<file path="src/common/irq_unit_pkg.sv">
// Purpose: constants and types shared by the prioritized interrupt unit
// Assumes: 100 MHz clk, AHB-Lite register access, 32-bit data
// Notes: offsets are byte addresses of aligned 32-bit words
// Notes on behaviour
// - one interrupt level, six sources, and a routine in service is never preempted.
// - four sources are on-chip events and two are external request pins.
// - simultaneous unmasked requests are served in the fixed order ext one, par full, par empty, ser in full, ser out empty, ext two.
// - each source has its own enable bit in the mask field and a cleared bit blocks entry.
// - external request one is a level that counts as pending while high and is held until served.
// - external request two is a level of lowest priority that is held until accepted.
// - loading the parallel data register raises the parallel buffer full request.
// - reading the parallel data register raises the parallel buffer empty request.
// - the serial input full request is raised when the input-buffer-full flag becomes set.
// - the serial output empty request is raised when the output-buffer-empty flag becomes set.
// - on entry the hidden machine state, the four accumulators and the arithmetic control word are saved.
// - entry branches into a six-entry table of two-word entries whose base is the vector base register at offset 0x04.
// - every request condition stays visible to branch tests even when masked.
// - the return instruction restores accumulators and hidden state, then resumes the program.
package irq_unit_pkg;
    localparam int NUM_SRC = 6;
    localparam int IDX_W = 3;
    localparam int ADDR_W = 24;
    localparam int ACC_W = 40;
    localparam int DAUC_W = 8;
    localparam int HIDDEN_W = 32;
    localparam int EV_W = 3;

    // priority index, zero is highest
    localparam logic [IDX_W-1:0] SRC_EXT_ONE = 3'h0;
    localparam logic [IDX_W-1:0] SRC_PAR_FULL = 3'h1;
    localparam logic [IDX_W-1:0] SRC_PAR_EMPTY = 3'h2;
    localparam logic [IDX_W-1:0] SRC_SER_IN = 3'h3;
    localparam logic [IDX_W-1:0] SRC_SER_OUT = 3'h4;
    localparam logic [IDX_W-1:0] SRC_EXT_TWO = 3'h5;
    localparam int VEC_SHIFT = 3; // two 32-bit words per entry

    // register byte offsets
    localparam logic [7:0] OFS_MASK = 8'h00;
    localparam logic [7:0] OFS_VECBASE = 8'h04;
    localparam logic [7:0] OFS_COND = 8'h08;
    localparam logic [7:0] OFS_VECADDR = 8'h0C;
    localparam logic [7:0] OFS_EVSTAT = 8'h10;
    localparam logic [7:0] OFS_EVMASK = 8'h14;

    // field positions in the condition register
    localparam int COND_INSERV_BIT = 8;
    localparam int COND_ACT_LSB = 16;

    // event status bits
    localparam int EV_ENTRY = 0;
    localparam int EV_RETURN = 1;
    localparam int EV_STRAY_RET = 2;

    // reset values
    localparam logic [NUM_SRC-1:0] MASK_RST = 6'h00;
    localparam logic [ADDR_W-1:0] VECBASE_RST = 24'h00_0000;
    localparam logic [EV_W-1:0] EVMASK_RST = 3'h0;

    localparam logic [1:0] HTRANS_NONSEQ = 2'h2;
    localparam logic [1:0] HRESP_OKAY = 2'h0;

    typedef enum logic {ST_RUN, ST_SERVICE} svc_state_type;
endpackage

</file>
<file path="src/core/irq_prio_pick.sv">
// Purpose: fixed-priority picker over the six request lines
// Assumes: bit 0 is the highest priority
// Notes: purely combinational
`timescale 1ns/100ps
`default_nettype none
module irq_prio_pick
    import irq_unit_pkg::*;
(
    input wire logic [NUM_SRC-1:0] req, // masked requests
    output logic found, // any request present
    output logic [IDX_W-1:0] idx // index of the winner
);
    // scan from lowest upward so the highest priority overwrites last
    always_comb begin
        found = 1'b0;
        idx = '0;
        for (int i = NUM_SRC - 1; i >= 0; i--) begin
            if (req[i]) begin
                found = 1'b1;
                idx = IDX_W'(i);
            end
        end
    end
endmodule // irq_prio_pick
`default_nettype wire

</file>
<file path="src/core/prioritized_interrupt_unit.sv">
// Purpose: single-level prioritized interrupt unit with context save
// Assumes: core strobes are on clk; request pins are asynchronous
// Notes: registers reached over AHB-Lite with zero wait states
`timescale 1ns/100ps
`default_nettype none
module prioritized_interrupt_unit
    import irq_unit_pkg::*;
(
    input wire logic clk, // 100 MHz clock
    input wire logic sys_rst, // asynchronous reset, active high
    // AHB-Lite slave
    input wire logic hsel, // slave select
    input wire logic [31:0] haddr, // byte address
    input wire logic [1:0] htrans, // transfer type
    input wire logic hwrite, // write when high
    input wire logic [2:0] hsize, // transfer size
    input wire logic [31:0] hwdata, // write data
    input wire logic hready, // bus ready
    output logic [31:0] hrdata, // read data
    output logic hreadyout, // slave ready
    output logic [1:0] hresp, // response
    // request sources
    input wire logic ext_irq_one, // external request one pin
    input wire logic ext_irq_two, // external request two pin
    input wire logic parRegLoad, // parallel data register loaded
    input wire logic parRegRead, // parallel data register read
    input wire logic ser_in_full, // serial input buffer full flag
    input wire logic ser_out_empty, // serial output buffer empty flag
    // processor core side
    input wire logic instrBoundary, // an instruction completes this cycle
    input wire logic ireturnExec, // return-from-interrupt executed
    input wire logic [ACC_W-1:0] accIn0, // accumulator 0 live value
    input wire logic [ACC_W-1:0] accIn1, // accumulator 1 live value
    input wire logic [ACC_W-1:0] accIn2, // accumulator 2 live value
    input wire logic [ACC_W-1:0] accIn3, // accumulator 3 live value
    input wire logic [DAUC_W-1:0] daucIn, // arithmetic control live value
    input wire logic [HIDDEN_W-1:0] hiddenIn, // hidden machine state
    output logic vectorTake, // pulse: branch to vectorAddr
    output logic [ADDR_W-1:0] vectorAddr, // vector entry address
    output logic restoreStrobe, // pulse: load saved context back
    output logic [ACC_W-1:0] accSaved0, // saved accumulator 0
    output logic [ACC_W-1:0] accSaved1, // saved accumulator 1
    output logic [ACC_W-1:0] accSaved2, // saved accumulator 2
    output logic [ACC_W-1:0] accSaved3, // saved accumulator 3
    output logic [DAUC_W-1:0] daucSaved, // saved arithmetic control
    output logic [HIDDEN_W-1:0] hiddenSaved, // saved hidden state
    output logic inService, // a routine is running
    output logic [NUM_SRC-1:0] condFlags, // conditions for branch tests
    output logic irq // summary interrupt to the host
);
    // entry address: base plus eight bytes per priority step
    // shifts only; one adder
    function automatic logic [ADDR_W-1:0] vecOf(input logic [ADDR_W-1:0] base,
                                                input logic [IDX_W-1:0] i);
        vecOf = base + {{(ADDR_W-IDX_W-VEC_SHIFT){1'b0}}, i, {VEC_SHIFT{1'b0}}};
    endfunction

    svc_state_type state_q;
    logic [NUM_SRC-1:0] mask_q;
    logic [ADDR_W-1:0] vecBase_q;
    logic [IDX_W-1:0] active_q;
    logic [EV_W-1:0] evStat_q;
    logic [EV_W-1:0] evMask_q;
    // pin synchronisers
    logic ext1Meta_q;
    logic ext1Sync_q;
    logic ext2Meta_q;
    logic ext2Sync_q;
    // pending event latches
    logic parFull_q;
    logic parEmpty_q;
    logic serIn_q;
    logic serOut_q;
    logic serInPrev_q;
    logic serOutPrev_q;
    logic vectorTake_q;
    logic restore_q;
    // decode and bus capture
    logic [NUM_SRC-1:0] cond;
    logic [NUM_SRC-1:0] masked;
    logic pickFound;
    logic [IDX_W-1:0] pickIdx;
    logic enter;
    logic leave;
    logic strayRet;
    logic addrAccept;
    logic wrPend_q;
    logic [7:0] wrAddr_q;
    logic [31:0] rdData_q;
    logic [31:0] rdData_d;
    logic evRead;
    logic [EV_W-1:0] evNext;

    // pins cross into clk through two flops before any use
    // a level dropped early is lost
    always_ff @(posedge clk or posedge sys_rst) begin
        if (sys_rst) begin
            ext1Meta_q <= 1'b0;
            ext1Sync_q <= 1'b0;
            ext2Meta_q <= 1'b0;
            ext2Sync_q <= 1'b0;
        end else begin
            ext1Meta_q <= ext_irq_one;
            ext1Sync_q <= ext1Meta_q;
            ext2Meta_q <= ext_irq_two;
            ext2Sync_q <= ext2Meta_q;
        end
    end

    // flag history for the serial set-edge detection
    // resets to the idle level: no false edge
    always_ff @(posedge clk or posedge sys_rst) begin
        if (sys_rst) begin
            serInPrev_q <= 1'b0;
            serOutPrev_q <= 1'b0;
        end else begin
            serInPrev_q <= ser_in_full;
            serOutPrev_q <= ser_out_empty;
        end
    end

    // request conditions; the external ones are plain levels, so no latch
    // four on-chip events, two pins
    assign cond[SRC_EXT_ONE] = ext1Sync_q;
    assign cond[SRC_PAR_FULL] = parFull_q;
    assign cond[SRC_PAR_EMPTY] = parEmpty_q;
    assign cond[SRC_SER_IN] = serIn_q;
    assign cond[SRC_SER_OUT] = serOut_q;
    assign cond[SRC_EXT_TWO] = ext2Sync_q;
    assign condFlags = cond;

    // masking gates entry only, never the visible conditions
    assign masked = cond & mask_q;

    // fixed order: no ties
    irq_prio_pick u_pick (
        .req(masked),
        .found(pickFound),
        .idx(pickIdx)
    );

    // entry at an instruction boundary while idle; no preemption in service
    assign enter = (state_q == ST_RUN) && instrBoundary && pickFound;
    assign leave = (state_q == ST_SERVICE) && ireturnExec;
    assign strayRet = (state_q == ST_RUN) && ireturnExec;

    // on-chip event latches; a new event in the accept cycle survives
    // only the winner is cleared
    always_ff @(posedge clk or posedge sys_rst) begin
        if (sys_rst) begin
            parFull_q <= 1'b0;
            parEmpty_q <= 1'b0;
            serIn_q <= 1'b0;
            serOut_q <= 1'b0;
        end else begin
            if (parRegLoad) begin
                parFull_q <= 1'b1;
            end else if (enter && pickIdx == SRC_PAR_FULL) begin
                parFull_q <= 1'b0;
            end
            if (parRegRead) begin
                parEmpty_q <= 1'b1;
            end else if (enter && pickIdx == SRC_PAR_EMPTY) begin
                parEmpty_q <= 1'b0;
            end
            if (ser_in_full && !serInPrev_q) begin
                serIn_q <= 1'b1;
            end else if (enter && pickIdx == SRC_SER_IN) begin
                serIn_q <= 1'b0;
            end
            if (ser_out_empty && !serOutPrev_q) begin
                serOut_q <= 1'b1;
            end else if (enter && pickIdx == SRC_SER_OUT) begin
                serOut_q <= 1'b0;
            end
        end
    end

    // service state machine
    // no nesting while in service
    always_ff @(posedge clk or posedge sys_rst) begin
        if (sys_rst) begin
            state_q <= ST_RUN;
            active_q <= '0;
        end else begin
            case (state_q)
                ST_RUN: begin
                    if (enter) begin
                        state_q <= ST_SERVICE;
                        active_q <= pickIdx;
                    end
                end
                ST_SERVICE: begin
                    if (leave) begin
                        state_q <= ST_RUN;
                    end
                end
                default: begin
                    state_q <= ST_RUN;
                end
            endcase
        end
    end
    assign inService = (state_q == ST_SERVICE);

    // vector address and one-cycle branch request
    // held for software to read
    always_ff @(posedge clk or posedge sys_rst) begin
        if (sys_rst) begin
            vectorAddr <= '0;
            vectorTake_q <= 1'b0;
        end else begin
            vectorTake_q <= enter;
            if (enter) begin
                vectorAddr <= vecOf(vecBase_q, pickIdx);
            end
        end
    end
    assign vectorTake = vectorTake_q;

    // context save on entry; the routine saves everything else itself
    // values of the decision cycle
    always_ff @(posedge clk or posedge sys_rst) begin
        if (sys_rst) begin
            accSaved0 <= '0;
            accSaved1 <= '0;
            accSaved2 <= '0;
            accSaved3 <= '0;
            daucSaved <= '0;
            hiddenSaved <= '0;
        end else if (enter) begin
            accSaved0 <= accIn0;
            accSaved1 <= accIn1;
            accSaved2 <= accIn2;
            accSaved3 <= accIn3;
            daucSaved <= daucIn;
            hiddenSaved <= hiddenIn;
        end
    end

    // restore strobe one cycle after the return is seen
    // lines up with inService falling
    always_ff @(posedge clk or posedge sys_rst) begin
        if (sys_rst) begin
            restore_q <= 1'b0;
        end else begin
            restore_q <= leave;
        end
    end
    assign restoreStrobe = restore_q;

    // AHB-Lite: zero wait states, address captured, write done in data phase
    // hsize ignored: words only
    assign addrAccept = hsel && hready && (htrans == HTRANS_NONSEQ || htrans == 2'h3);
    assign hreadyout = 1'b1;
    assign hresp = HRESP_OKAY;

    always_ff @(posedge clk or posedge sys_rst) begin
        if (sys_rst) begin
            wrPend_q <= 1'b0;
            wrAddr_q <= '0;
        end else begin
            wrPend_q <= addrAccept && hwrite;
            if (addrAccept) begin
                wrAddr_q <= haddr[7:0];
            end
        end
    end

    // software-written steering registers
    // read-only and unmapped writes dropped
    always_ff @(posedge clk or posedge sys_rst) begin
        if (sys_rst) begin
            mask_q <= MASK_RST;
            vecBase_q <= VECBASE_RST;
            evMask_q <= EVMASK_RST;
        end else if (wrPend_q) begin
            case (wrAddr_q)
                OFS_MASK: mask_q <= hwdata[NUM_SRC-1:0];
                OFS_VECBASE: vecBase_q <= hwdata[ADDR_W-1:0];
                OFS_EVMASK: evMask_q <= hwdata[EV_W-1:0];
                default: begin
                end
            endcase
        end
    end

    // read data prepared in the address phase so hrdata comes from a flop
    // unmapped offsets read zero
    always_comb begin
        rdData_d = 32'h0000_0000;
        case (haddr[7:0])
            OFS_MASK: rdData_d[NUM_SRC-1:0] = mask_q;
            OFS_VECBASE: rdData_d[ADDR_W-1:0] = vecBase_q;
            OFS_COND: begin
                rdData_d[NUM_SRC-1:0] = cond;
                rdData_d[COND_INSERV_BIT] = inService;
                rdData_d[COND_ACT_LSB +: IDX_W] = active_q;
            end
            OFS_VECADDR: rdData_d[ADDR_W-1:0] = vectorAddr;
            OFS_EVSTAT: rdData_d[EV_W-1:0] = evStat_q;
            OFS_EVMASK: rdData_d[EV_W-1:0] = evMask_q;
            default: rdData_d = 32'h0000_0000;
        endcase
    end

    always_ff @(posedge clk or posedge sys_rst) begin
        if (sys_rst) begin
            rdData_q <= '0;
        end else if (addrAccept && !hwrite) begin
            rdData_q <= rdData_d;
        end
    end
    assign hrdata = rdData_q;

    // sticky events cleared by a read; a same-cycle event wins over the clear
    // a stray return only sets its bit
    assign evRead = addrAccept && !hwrite && haddr[7:0] == OFS_EVSTAT;
    assign evNext = (evRead ? '0 : evStat_q) | {strayRet, leave, enter};
    always_ff @(posedge clk or posedge sys_rst) begin
        if (sys_rst) begin
            evStat_q <= '0;
        end else begin
            evStat_q <= evNext;
        end
    end

    // level interrupt while any unmasked event bit stands
    // uses the next status, so no lag
    always_ff @(posedge clk or posedge sys_rst) begin
        if (sys_rst) begin
            irq <= 1'b0;
        end else begin
            irq <= |(evNext & evMask_q);
        end
    end

    // upper address bits and size are not decoded
    logic unusedBits;
    assign unusedBits = ^{haddr[31:8], hsize};
endmodule // prioritized_interrupt_unit
`default_nettype wire

</file>
<file path="config.mk">
export PLATFORM = sky130hd
export DESIGN_NAME = prioritized_interrupt_unit
export DESIGN_NICKNAME = d
export VERILOG_FILES = /design/src/common/irq_unit_pkg.sv /design/src/core/irq_prio_pick.sv /design/src/core/prioritized_interrupt_unit.sv
export SDC_FILE = /design/constraint.sdc
export NUM_CORES = 1
export LEC_CHECK = 0
export BUFFER_PORTS_ARGS = -buffer_cell sky130_fd_sc_hd__buf_2
export CAP_MARGIN = 40
export CORE_AREA = 2 2 214 216
export DETAILED_ROUTE_END_ITERATION = 16
export DIE_AREA = 0 0 216 218
export PLACE_DENSITY_LB_ADDON = 0.1
export SYNTH_ARGS = -nofsm -noshare
export SYNTH_HDL_FRONTEND = slang
export SYNTH_SLANG_ARGS = --single-unit
</file>
<file path="constraint.sdc">
create_clock -name clk -period 22.2 [get_ports clk]
set_input_delay 1.11 -clock clk [delete_from_list [all_inputs] [get_ports clk]]
set_output_delay 1.11 -clock clk [all_outputs]
set_load 0.01 [all_outputs]
</file>
Word level (Yosys, flattened, before mapping)

Index checks and enable logic that the tools add are counted.

Add/subtract/negate cells: 1
Shifts and indexed selects: 0
Muxes and demuxes: 31
Multipliers: 0
Equal/unequal tests: 13
Bitwise gates (word level): 4
Order comparisons: 0
Reduce and logical (&&, ||, !) cells: 30
Divide/modulo/power cells: 0

Operators with widths:

| operator           | count |
|---|---|
| $add 24x6->24      | 1 |
| $eq 8x5->1 const B | 3 |
| $mux 3             | 7 |
| $pmux 3 s6         | 1 |
| $eq 8x3->1 const B | 2 |
| $eq 8x4->1 const B | 2 |
| $logic_not 8->1    | 2 |
| $mux 1             | 16 |
| $logic_and 1x1->1  | 15 |
| $pmux 7 s2         | 1 |
| $pmux 3 s4         | 1 |
| $pmux 5 s2         | 1 |
| $pmux 3 s3         | 1 |
| $reduce_and 2->1   | 4 |
| $reduce_bool 2->1  | 4 |
| $and 6x6->6        | 1 |
| $eq 3x2->1 const B | 2 |
| $eq 2x2->1 const B | 2 |
| $pmux 2 s2         | 1 |
| $and 3x3->3        | 1 |
| $eq 3x1->1 const B | 1 |
| $eq 3x3->1 const B | 1 |
| $logic_not 1->1    | 3 |
| $or 3x3->3         | 1 |
| other kinds (5)    | 5 |

Memories: 0
Bits in registers: 310
RAM bits: 0
Output and inout port bits: 269
Input bits: 282
ROM bits: 0
Logic and storage cells: 108
Latch bits: 0

Logic depth before layout (Yosys ltp)

Gate-level depths: netlist of the first run.

Depth in word-level cells: 11
Depth in mapped cells: 13
Mapped depth without buffers: 12

Modules after synthesis

A second synthesis of the first run with hierarchy kept.

Cell total of the unflattened synthesis: 1313
Area, all modules: 12637.1 um^2

By module, submodules not included:

| module                     | area each (um^2) | sequential area each (um^2) | cells each | times used |
|---|---|---|---|---|
| prioritized_interrupt_unit | 12579.6          | 7757.4                      | 1303       | 1 |
| irq_prio_pick              | 57.6             | 0.0                         | 10         | 1 |

Worst setup path before layout of the first run

OpenSTA, ideal clock, no wires.

Path type: input to register
Start point: input port haddr[5]
End point: register irq
Data required time: 22.074 ns
Buffers on the path: 0
Arrival time: 2.731 ns
Path slack: 19.343 ns
Stages: 5
Library setup time: 0.126 ns
Cells stage by stage: or4_4 or4_4 a21o_1 and2_1 a221o_1

Cells in the longest elaborated chain, start to end: 6

Ends and longest elaborated chain:

| item                 | RTL line                          | source |
|---|---|---|
| start, declared      | prioritized_interrupt_unit.sv:13  | `input wire logic [31:0] haddr,` |
| $eq 8x5->1           | prioritized_interrupt_unit.sv:318 | `assign evRead = addrAccept && !hwrite && haddr[7:0] == OFS_EVSTAT;` |
| $logic_and 1x1->1    | prioritized_interrupt_unit.sv:318 |  |
| $mux 3               | prioritized_interrupt_unit.sv:319 | `assign evNext = (evRead ? '0 : evStat_q) \| {strayRet, leave, enter};` |
| $or 3x3->3           | prioritized_interrupt_unit.sv:319 |  |
| net evNext[1]        | prioritized_interrupt_unit.sv:92  | `logic [EV_W-1:0] evNext;` |
| $and 3x3->3          | prioritized_interrupt_unit.sv:334 | `irq <= \|(evNext & evMask_q);` |
| $reduce_or 3->1      | prioritized_interrupt_unit.sv:334 |  |
| end signal, assigned | prioritized_interrupt_unit.sv:334 |  |
| end, declared        | prioritized_interrupt_unit.sv:49  | `output logic irq` |

The timed path passes the listed nets, and every way through them passes these cells.
A chain may end at the register's enable or synchronous reset.

Worst setup path after layout of the first run

Start point: input port instrBoundary
End point: register accSaved3[10]

Cells in the longest elaborated chain, start to end: 2

Ends and longest elaborated chain:

| item                            | RTL line                          | source |
|---|---|---|
| start, declared                 | prioritized_interrupt_unit.sv:30  | `input wire logic instrBoundary,` |
| $logic_and 1x1->1 (2 in series) | prioritized_interrupt_unit.sv:143 | `assign enter = (state_q == ST_RUN) && instrBoundary && pickFound;` |
| end signal, assigned            | prioritized_interrupt_unit.sv:235 | `accSaved3 <= accIn3;` |
| end, declared                   | prioritized_interrupt_unit.sv:44  | `output logic [ACC_W-1:0] accSaved3,` |

No other way between the ends.

==> out/qor.txt, run 1 <==
status = complete, no violations
postcts setup bufs = 0
share of post-route cells with drive strength above 1 = 0.349
clk_skew = 0.0179 ns
Setup TNS Final = 0 ns
Hold Buf Count CTS = 0
worst slew pin tran = 0.851 ns
initial antenna violation count = 22
die area = 47,100 µm²
largest net degree at the start of global routing = 79
Yosys top cell by area = dfrtp_1
Tightest Hold Check Type = reg -> reg
first-pass GRT wire length = 66,300 µm
core box area = 44,900 µm²
DR iter-0 viols = 541
first drt pass iteration count = 4
CTS max path bufs = 3
Synth Register Bits = 310
top cell type's share of synthesized area = 0.620
clk sinks = 310
Syn Std Cell Area = 12,500 µm²
Total Power = 1.79 mW
Congestion Overflow GR = 0
via count = 10,500
Syn. warnings = 0
fin crit period = 3.13 ns
H-tree Lvls = 2
fmax = 0.320 GHz
Site Rows = 78
sequential fraction of the synthesis area = 0.620
critical path type = in -> reg
most common library cells after synthesis = nand2_1 (676), dfrtp_1 (310), clkbuf_1 (54), mux2_2 (42), o21ai_0 (32)
final hold viol count = 0
GRT Util Overall = 0.184
Lkg Pwr = 9.28 nW
DR DRC count = 0
Syn Area/Cell = 9.65 µm²
RePlAce Congestion = 0.791
Detailed Route WL = 43,800 µm
I/O Buffers = 503
Worst EP arrival = 3.60 ns
Top Ports = 551
clk_lat worst skew = 0.54 ns
CTS root buffer = clkbuf_16
CTS clk-pin slew, worst paths = 0.06 ns
CTS Buf Count = 38
count of final setup violators = 0
post-synthesis cell type count = 49
Total Nets Final = 2,071
Starting Density = 0.279
CTS tree = done
max-cap viol count = 0
Inst Count DP = 2,344
Max Transition Viols Final = 0
Area growth, synth to finish = 35.5%
Peak VDD IR = 0.0479 mV
Detail Placement HPWL = 31,800 µm
crit path max fanout = 53
Final Cycle Share = 0.141
Area contributors post-synth = dfrtp_1 (62%), nand2_1 (20%), mux2_2 (3.8%)
Power Density = 105 nW/µm²
post-DR wirelength/cell = 18.1 µm
Die Wd = 216 µm
DR vias/cell = 4.32
Final ANT Viol Nets = 0
die outline height = 218 µm
vias in the first global route = 10,700
Crit. End Element = register
ys async rst share = 1.00
cells after synthesis = 1,298
Slew HR = 0.432
Post-synth EDFFs = 0
ys flop type = dfrtp_1
final cell count without fillers = 2,421
Startpoint Class = primary input
CP Data Required Time = 22.67 ns
setup repair after global routing missed its margin = false
# resized after CTS = 0
count leader, synth = nand2_1
[through the flow]
stage	setup slack, ns	instance area [µm²]	utilization	hold WS, ns
3_5_place_dp	18.40	15700	0.350	0.335
2_1_floorplan	12.52	12600	-	0.331
3_3_place_gp	17.18	15500	0.346	0.334
6_report	19.07	17000	0.378	0.347
4_1_cts	18.98	16900	0.377	0.349
5_1_grt	18.83	17000	0.378	0.360
[sequential cells by signal, summed over array words and instances (netlist names), 3 cells and up]
| signal | count |
|---|---|
| wrAddr_q | 8 |
| mask_q | 6 |
| vecBase_q | 24 |
| accSaved3 | 40 |
| hiddenSaved | 32 |
| daucSaved | 8 |
| active_q | 3 |
| vectorAddr | 24 |
| evMask_q | 3 |
| accSaved0 | 40 |
| accSaved1 | 40 |
| accSaved2 | 40 |
| hrdata | 24 |
| evStat_q | 3 |
[cells in the final DEF, fill, tap and decap left out, types with 7 or more instances in the layout]
cell / instances
inv_1: 12
dfrtp_1: 310
clkbuf_1: 11
buf_2: 503
buf_4: 9
mux2_2: 42
nor3_1: 7
clkbuf_16: 39
a22oi_1: 7
clkinv_2: 8
nor2_1: 8
diode_2: 8
xnor2_1: 15
o21ai_0: 32
conb_1: 11
nand3_1: 7
mux2i_1: 17
nand2_1: 675
o21ai_1: 11
[where the power goes]
group | switching (mW) | internal (mW) | total, mW
clock network | 0.245 | 0.375 | 0.619
registers | 0.0707 | 0.684 | 0.755
logic | 0.252 | 0.160 | 0.412
total | 0.567 | 1.22 | 1.79
[cells by family (layout without fill, tap and decap cells)]
family,after synthesis,count (layout),synth area share
AOI/OAI and AO/OA,75,75,0.0372
xor gates and xnor gates,19,19,0.0133
adders and majority gates,4,4,0.00460
buffers and inverters,95,601,0.0345
DFF,310,310,0.620
muxes,65,65,0.0621
other,2,19,0.000600
and+or+nand+nor,728,728,0.228
[routing by layer]
layer,track usage,wire length [µm],part of all wire,vias up
met5,0,151,0.0034,-
met4,0.0648,1110,0.025,26
met3,0.0661,3590,0.082,84
met2,0.310,21400,0.49,306
met1,0.218,17600,0.40,4981
li1,-,-,-,5061
[critical path, cell delays in order]
cell     delay [ns]
buf_2          0.08
nor2b_1        0.56
nand2_4        0.42
inv_6          0.36
buf_4          0.55
buf_16         0.30
nand2_1        0.10
nand2_1        0.06
[final timing paths]
path	start	endpoint	slack, ns	cells past startpoint
worst max-delay path	instrBoundary	accSaved3[10]$_DFFE_PP0P_	19.07	8
worst min-delay path	ext1Meta_q$_DFF_PP0_	ext1Sync_q$_DFF_PP0_	0.35	0
worst max register to register	mask_q[4]$_DFFE_PP0P_	vectorAddr[23]$_DFFE_PP0P_	19.18	12
worst min register to register	ext1Meta_q$_DFF_PP0_	ext1Sync_q$_DFF_PP0_	0.35	0
max in group asynchronous	sys_rst	accSaved1[17]$_DFFE_PP0P_	19.96	5
min in group asynchronous	sys_rst	hiddenSaved[17]$_DFFE_PP0P_	0.57	2
[final cells by class]
class	instances	area [µm²]
Clock inverter	13	146
Multi-Input combinational cell	902	4370
Fill cell	4665	27900
Timing Repair Buffer	519	2770
Inverter	14	65.1
Tap cell	600	751
Antenna cell	8	20.0
Sequential cell	310	7760
Clock buffer	55	1090
Power figures use the tool's default switching activity.
==> inputs of run 2 (changes only) <==
==> constraint.sdc (replaced) <==
create_clock -name clk -period 3.1 [get_ports clk]
set_input_delay 0.155 -clock clk [delete_from_list [all_inputs] [get_ports clk]]
set_output_delay 0.155 -clock clk [all_outputs]
set_load 0.01 [all_outputs]
==> run 2 against run 1 <==
Die area unchanged. Critical path type is now reg -> reg. Sequential power increased to 7.2 times the previous value. Final cell count is 9.9% higher. Non-clock buffer count is 247 higher. Clock skew is 0.0039 ns lower. Sequential share of layout area is 5.7 points lower. Sequential cell count unchanged. Hold slack worse by 0.25 ns. Critical path depth increased by 4. Clock-buffer cell count grew 2. Largest power group unchanged. Largest cell class unchanged. Power rose to 7.2 times the previous value.
==> out/qor.txt, run 2 (synthesis results as in run 1) <==
Hold Path Cell Cnt = 5 (+5)
Power Density = 666 nW/µm² (+530%)
Die Wd = 216 µm (unchanged)
share of post-route cells with drive strength above 1 = 0.312 (-0.0365)
WL met3 = 3200 µm (-11%)
H-tree Lvls = 2 (unchanged)
vias in the first global route = 12,000 (+12%)
clk_skew = 0.0140 ns (-0.00389 ns)
via count = 11,500 (+9.5%)
pre-CTS setup slack = 0.231 ns (-18.17 ns)
WP buf/inv = 1 (-3)
Detail Placement HPWL = 31,900 µm (about the same)
die area = 47,100 µm² (unchanged)
commonest cells after routing, fill and taps aside = nand2_1 (675), buf_2 (503), dfrtp_1 (310), dlygate4sd3_1 (239), mux2_2 (42)
DR vias/cell = 4.30 (-0.35%)
Peak VDD IR = 0.313 mV (+550%)
R2R depth = 12 (unchanged)
Most common cell on crit path = nand2_1
DR DRC count = 0 (unchanged)
Top Ports = 551 (unchanged)
I/O Buffers = 503 (unchanged)
CTS clk-pin slew, worst paths = 0.06 ns (about the same)
CTS Buf Count = 38 (unchanged)
status = complete, no violations
flop2flop setup slack = 0.35 ns (-18.83 ns)
Crit. End Element = register
Lkg Pwr = 10.3 nW (+11%)
Startpoint Class = register
Critical R2R Capture = vectorAddr[23]$_DFFE_PP0P_
fmax = 0.363 GHz
area of the multi-input gates = 4380 µm² (+0.20%)
Slew HR = 0.447 (+0.0149)
clk sinks = 310 (unchanged)
CTS root buffer = clkbuf_16
critical path's top delay family = simple AND/OR/NAND/NOR gates
Detailed Route WL = 44,900 µm (+2.5%)
Congestion Overflow GR = 0 (unchanged)
clk_lat worst skew = 0.54 ns (about the same)
final hold viol count = 0 (unchanged)
crit path cell chain = nand2_1, a32o_1, a22o_1, nand2_1, inv_1, ha_1, fa_1, a21o_1, or3b_2, nor4_2, xnor2_1, o21ai_0
Total Power = 12.9 mW (+620%)
largest net degree at the start of global routing = 131 (+66%)
CTS tree = done
CP Data Required Time = 3.50 ns (-19.17 ns)
crit-path max cell delay = 0.57 ns (about the same)
slowest CP cell = or3b_2
Min-Delay Endpoint = evStat_q[0]$_DFF_PP0_
count of final setup violators = 0 (unchanged)
max-cap viol count = 0 (unchanged)
RePlAce Congestion = 0.807 (+2.0%)
Starting Density = 0.279 (unchanged)
Tightest Hold Check Type = in -> reg
die outline height = 218 µm (unchanged)
critical path depth = 12 (+4)
crit path max fanout = 7 (-87%)
setup repair after global routing missed its margin = false
critical path type = reg -> reg
fillers = 4,512 (-3.3%)
Setup TNS Final = 0 ns (unchanged)
CTS max path bufs = 3 (unchanged)
post-DR wirelength/cell = 16.9 µm (-6.7%)
post-route setup slack = 0.348 ns (-18.73 ns)
routed metal-1 wirelength = 18,300 µm (+4.2%)
DR WL met2 = 21,900 µm (+2.5%)
Final ANT Viol Nets = 0 (unchanged)
initial antenna violation count = 5 (-77%)
storage element area = 7760 µm² (unchanged)
Final Cycle Share = 0.888
first drt pass iteration count = 4 (unchanged)
placed inst area = 15,800 µm² (+0.36%)
worst slew pin tran = 0.824 ns (-0.0279 ns)
first-pass GRT wire length = 69,200 µm (+4.3%)
DR top layer = met5
commonest non-fill, non-tap cell in the layout = nand2_1
core box area = 44,900 µm² (unchanged)
Site Rows = 78 (unchanged)
fin crit period = 2.75 ns
Final Cell Area = 19,400 µm² (+14%)
GRT Util Overall = 0.188 (+0.00405)
Hold Crit Start = haddr[3]
Max Transition Viols Final = 0 (unchanged)
Worst EP arrival = 3.15 ns (-0.45 ns)
Total Nets Final = 2,318 (+12%)
final hold slack = 0.100 ns (-0.247 ns)
Area growth, synth to finish = 54.6%
DR iter-0 viols = 540 (-0.18%)
reg2reg start = serOut_q$_DFFE_PP0P_
run 2: changes by cell type in the layout (fill, tap and decap cells not counted), sizes merged:
cell and delta:
clkinv -2, buf +8, diode -5, clkinvlp +1, clkbuf +2, dlygate4sd3 +239
bufinv -3, inv -1
run 2: layout make-up:
class                           count  share of cell area
Multi-Input combinational cell    902               0.226
Antenna cell                        3            0.000388
Timing Repair Buffer              766               0.269
Inverter                           14             0.00317
Tap cell                          600              0.0388
Sequential cell                   310               0.401
Clock inverter                      8             0.00239
Clock buffer                       57              0.0591
run 2: stage by stage:
stage               utilization  instances
finish                    0.431       2660
global route              0.431       2660
CTS                       0.431       2657
detailed placement        0.351       2353
global placement          0.351       2352
floorplan                     -       1307
run 2: power breakdown:
part	internal, mW	switching, mW	total, mW
combinational	1.35	1.83	3.19
clock	2.54	1.75	4.29
sequential	4.90	0.530	5.43
total	8.79	4.12	12.9
run 2: worst register-to-register path, delay by kind of cell, from the launching register on:
family	cells	cell delay, ns
and+or+nand+nor	4	0.98
AOI/OAI and AO/OA	4	0.58
adders and majority gates	2	0.42
DFF	1	0.41
xor gates and xnor gates	1	0.14
buffers and inverters	1	0.06
run 2: layer usage:
layer | global-route usage | vias up
met3 | 0.0562 | 83
met2 | 0.316 | 330
met4 | 0.0733 | 4
li1 | - | 5550
met1 | 0.228 | 5483
met5 | 0 | -
run 2: how the worst max path moves through the flow:
stage | startpoint | endpoint | slack (ns)
finish | serOut_q$_DFFE_PP0P_ | vectorAddr[23]$_DFFE_PP0P_ | 0.35
detailed placement | serOut_q$_DFFE_PP0P_ | vectorAddr[23]$_DFFE_PP0P_ | 0.23
CTS | mask_q[1]$_DFFE_PP0P_ | vectorAddr[23]$_DFFE_PP0P_ | 0.22
global route | serOut_q$_DFFE_PP0P_ | vectorAddr[23]$_DFFE_PP0P_ | 0.10
floorplan | sys_rst | accSaved0[0]$_DFFE_PP0P_ | -1.18
global placement | serOut_q$_DFFE_PP0P_ | vectorAddr[23]$_DFFE_PP0P_ | 0.30
run 2: repair_timing:
action | CTS | global route
endpoints found under the setup margin | 0 | 1
endpoints found under the hold margin | 455 | 0
gates resized for setup | 0 | 2
hold buffers | 239 | 0
buffers inserted | 0 | 0
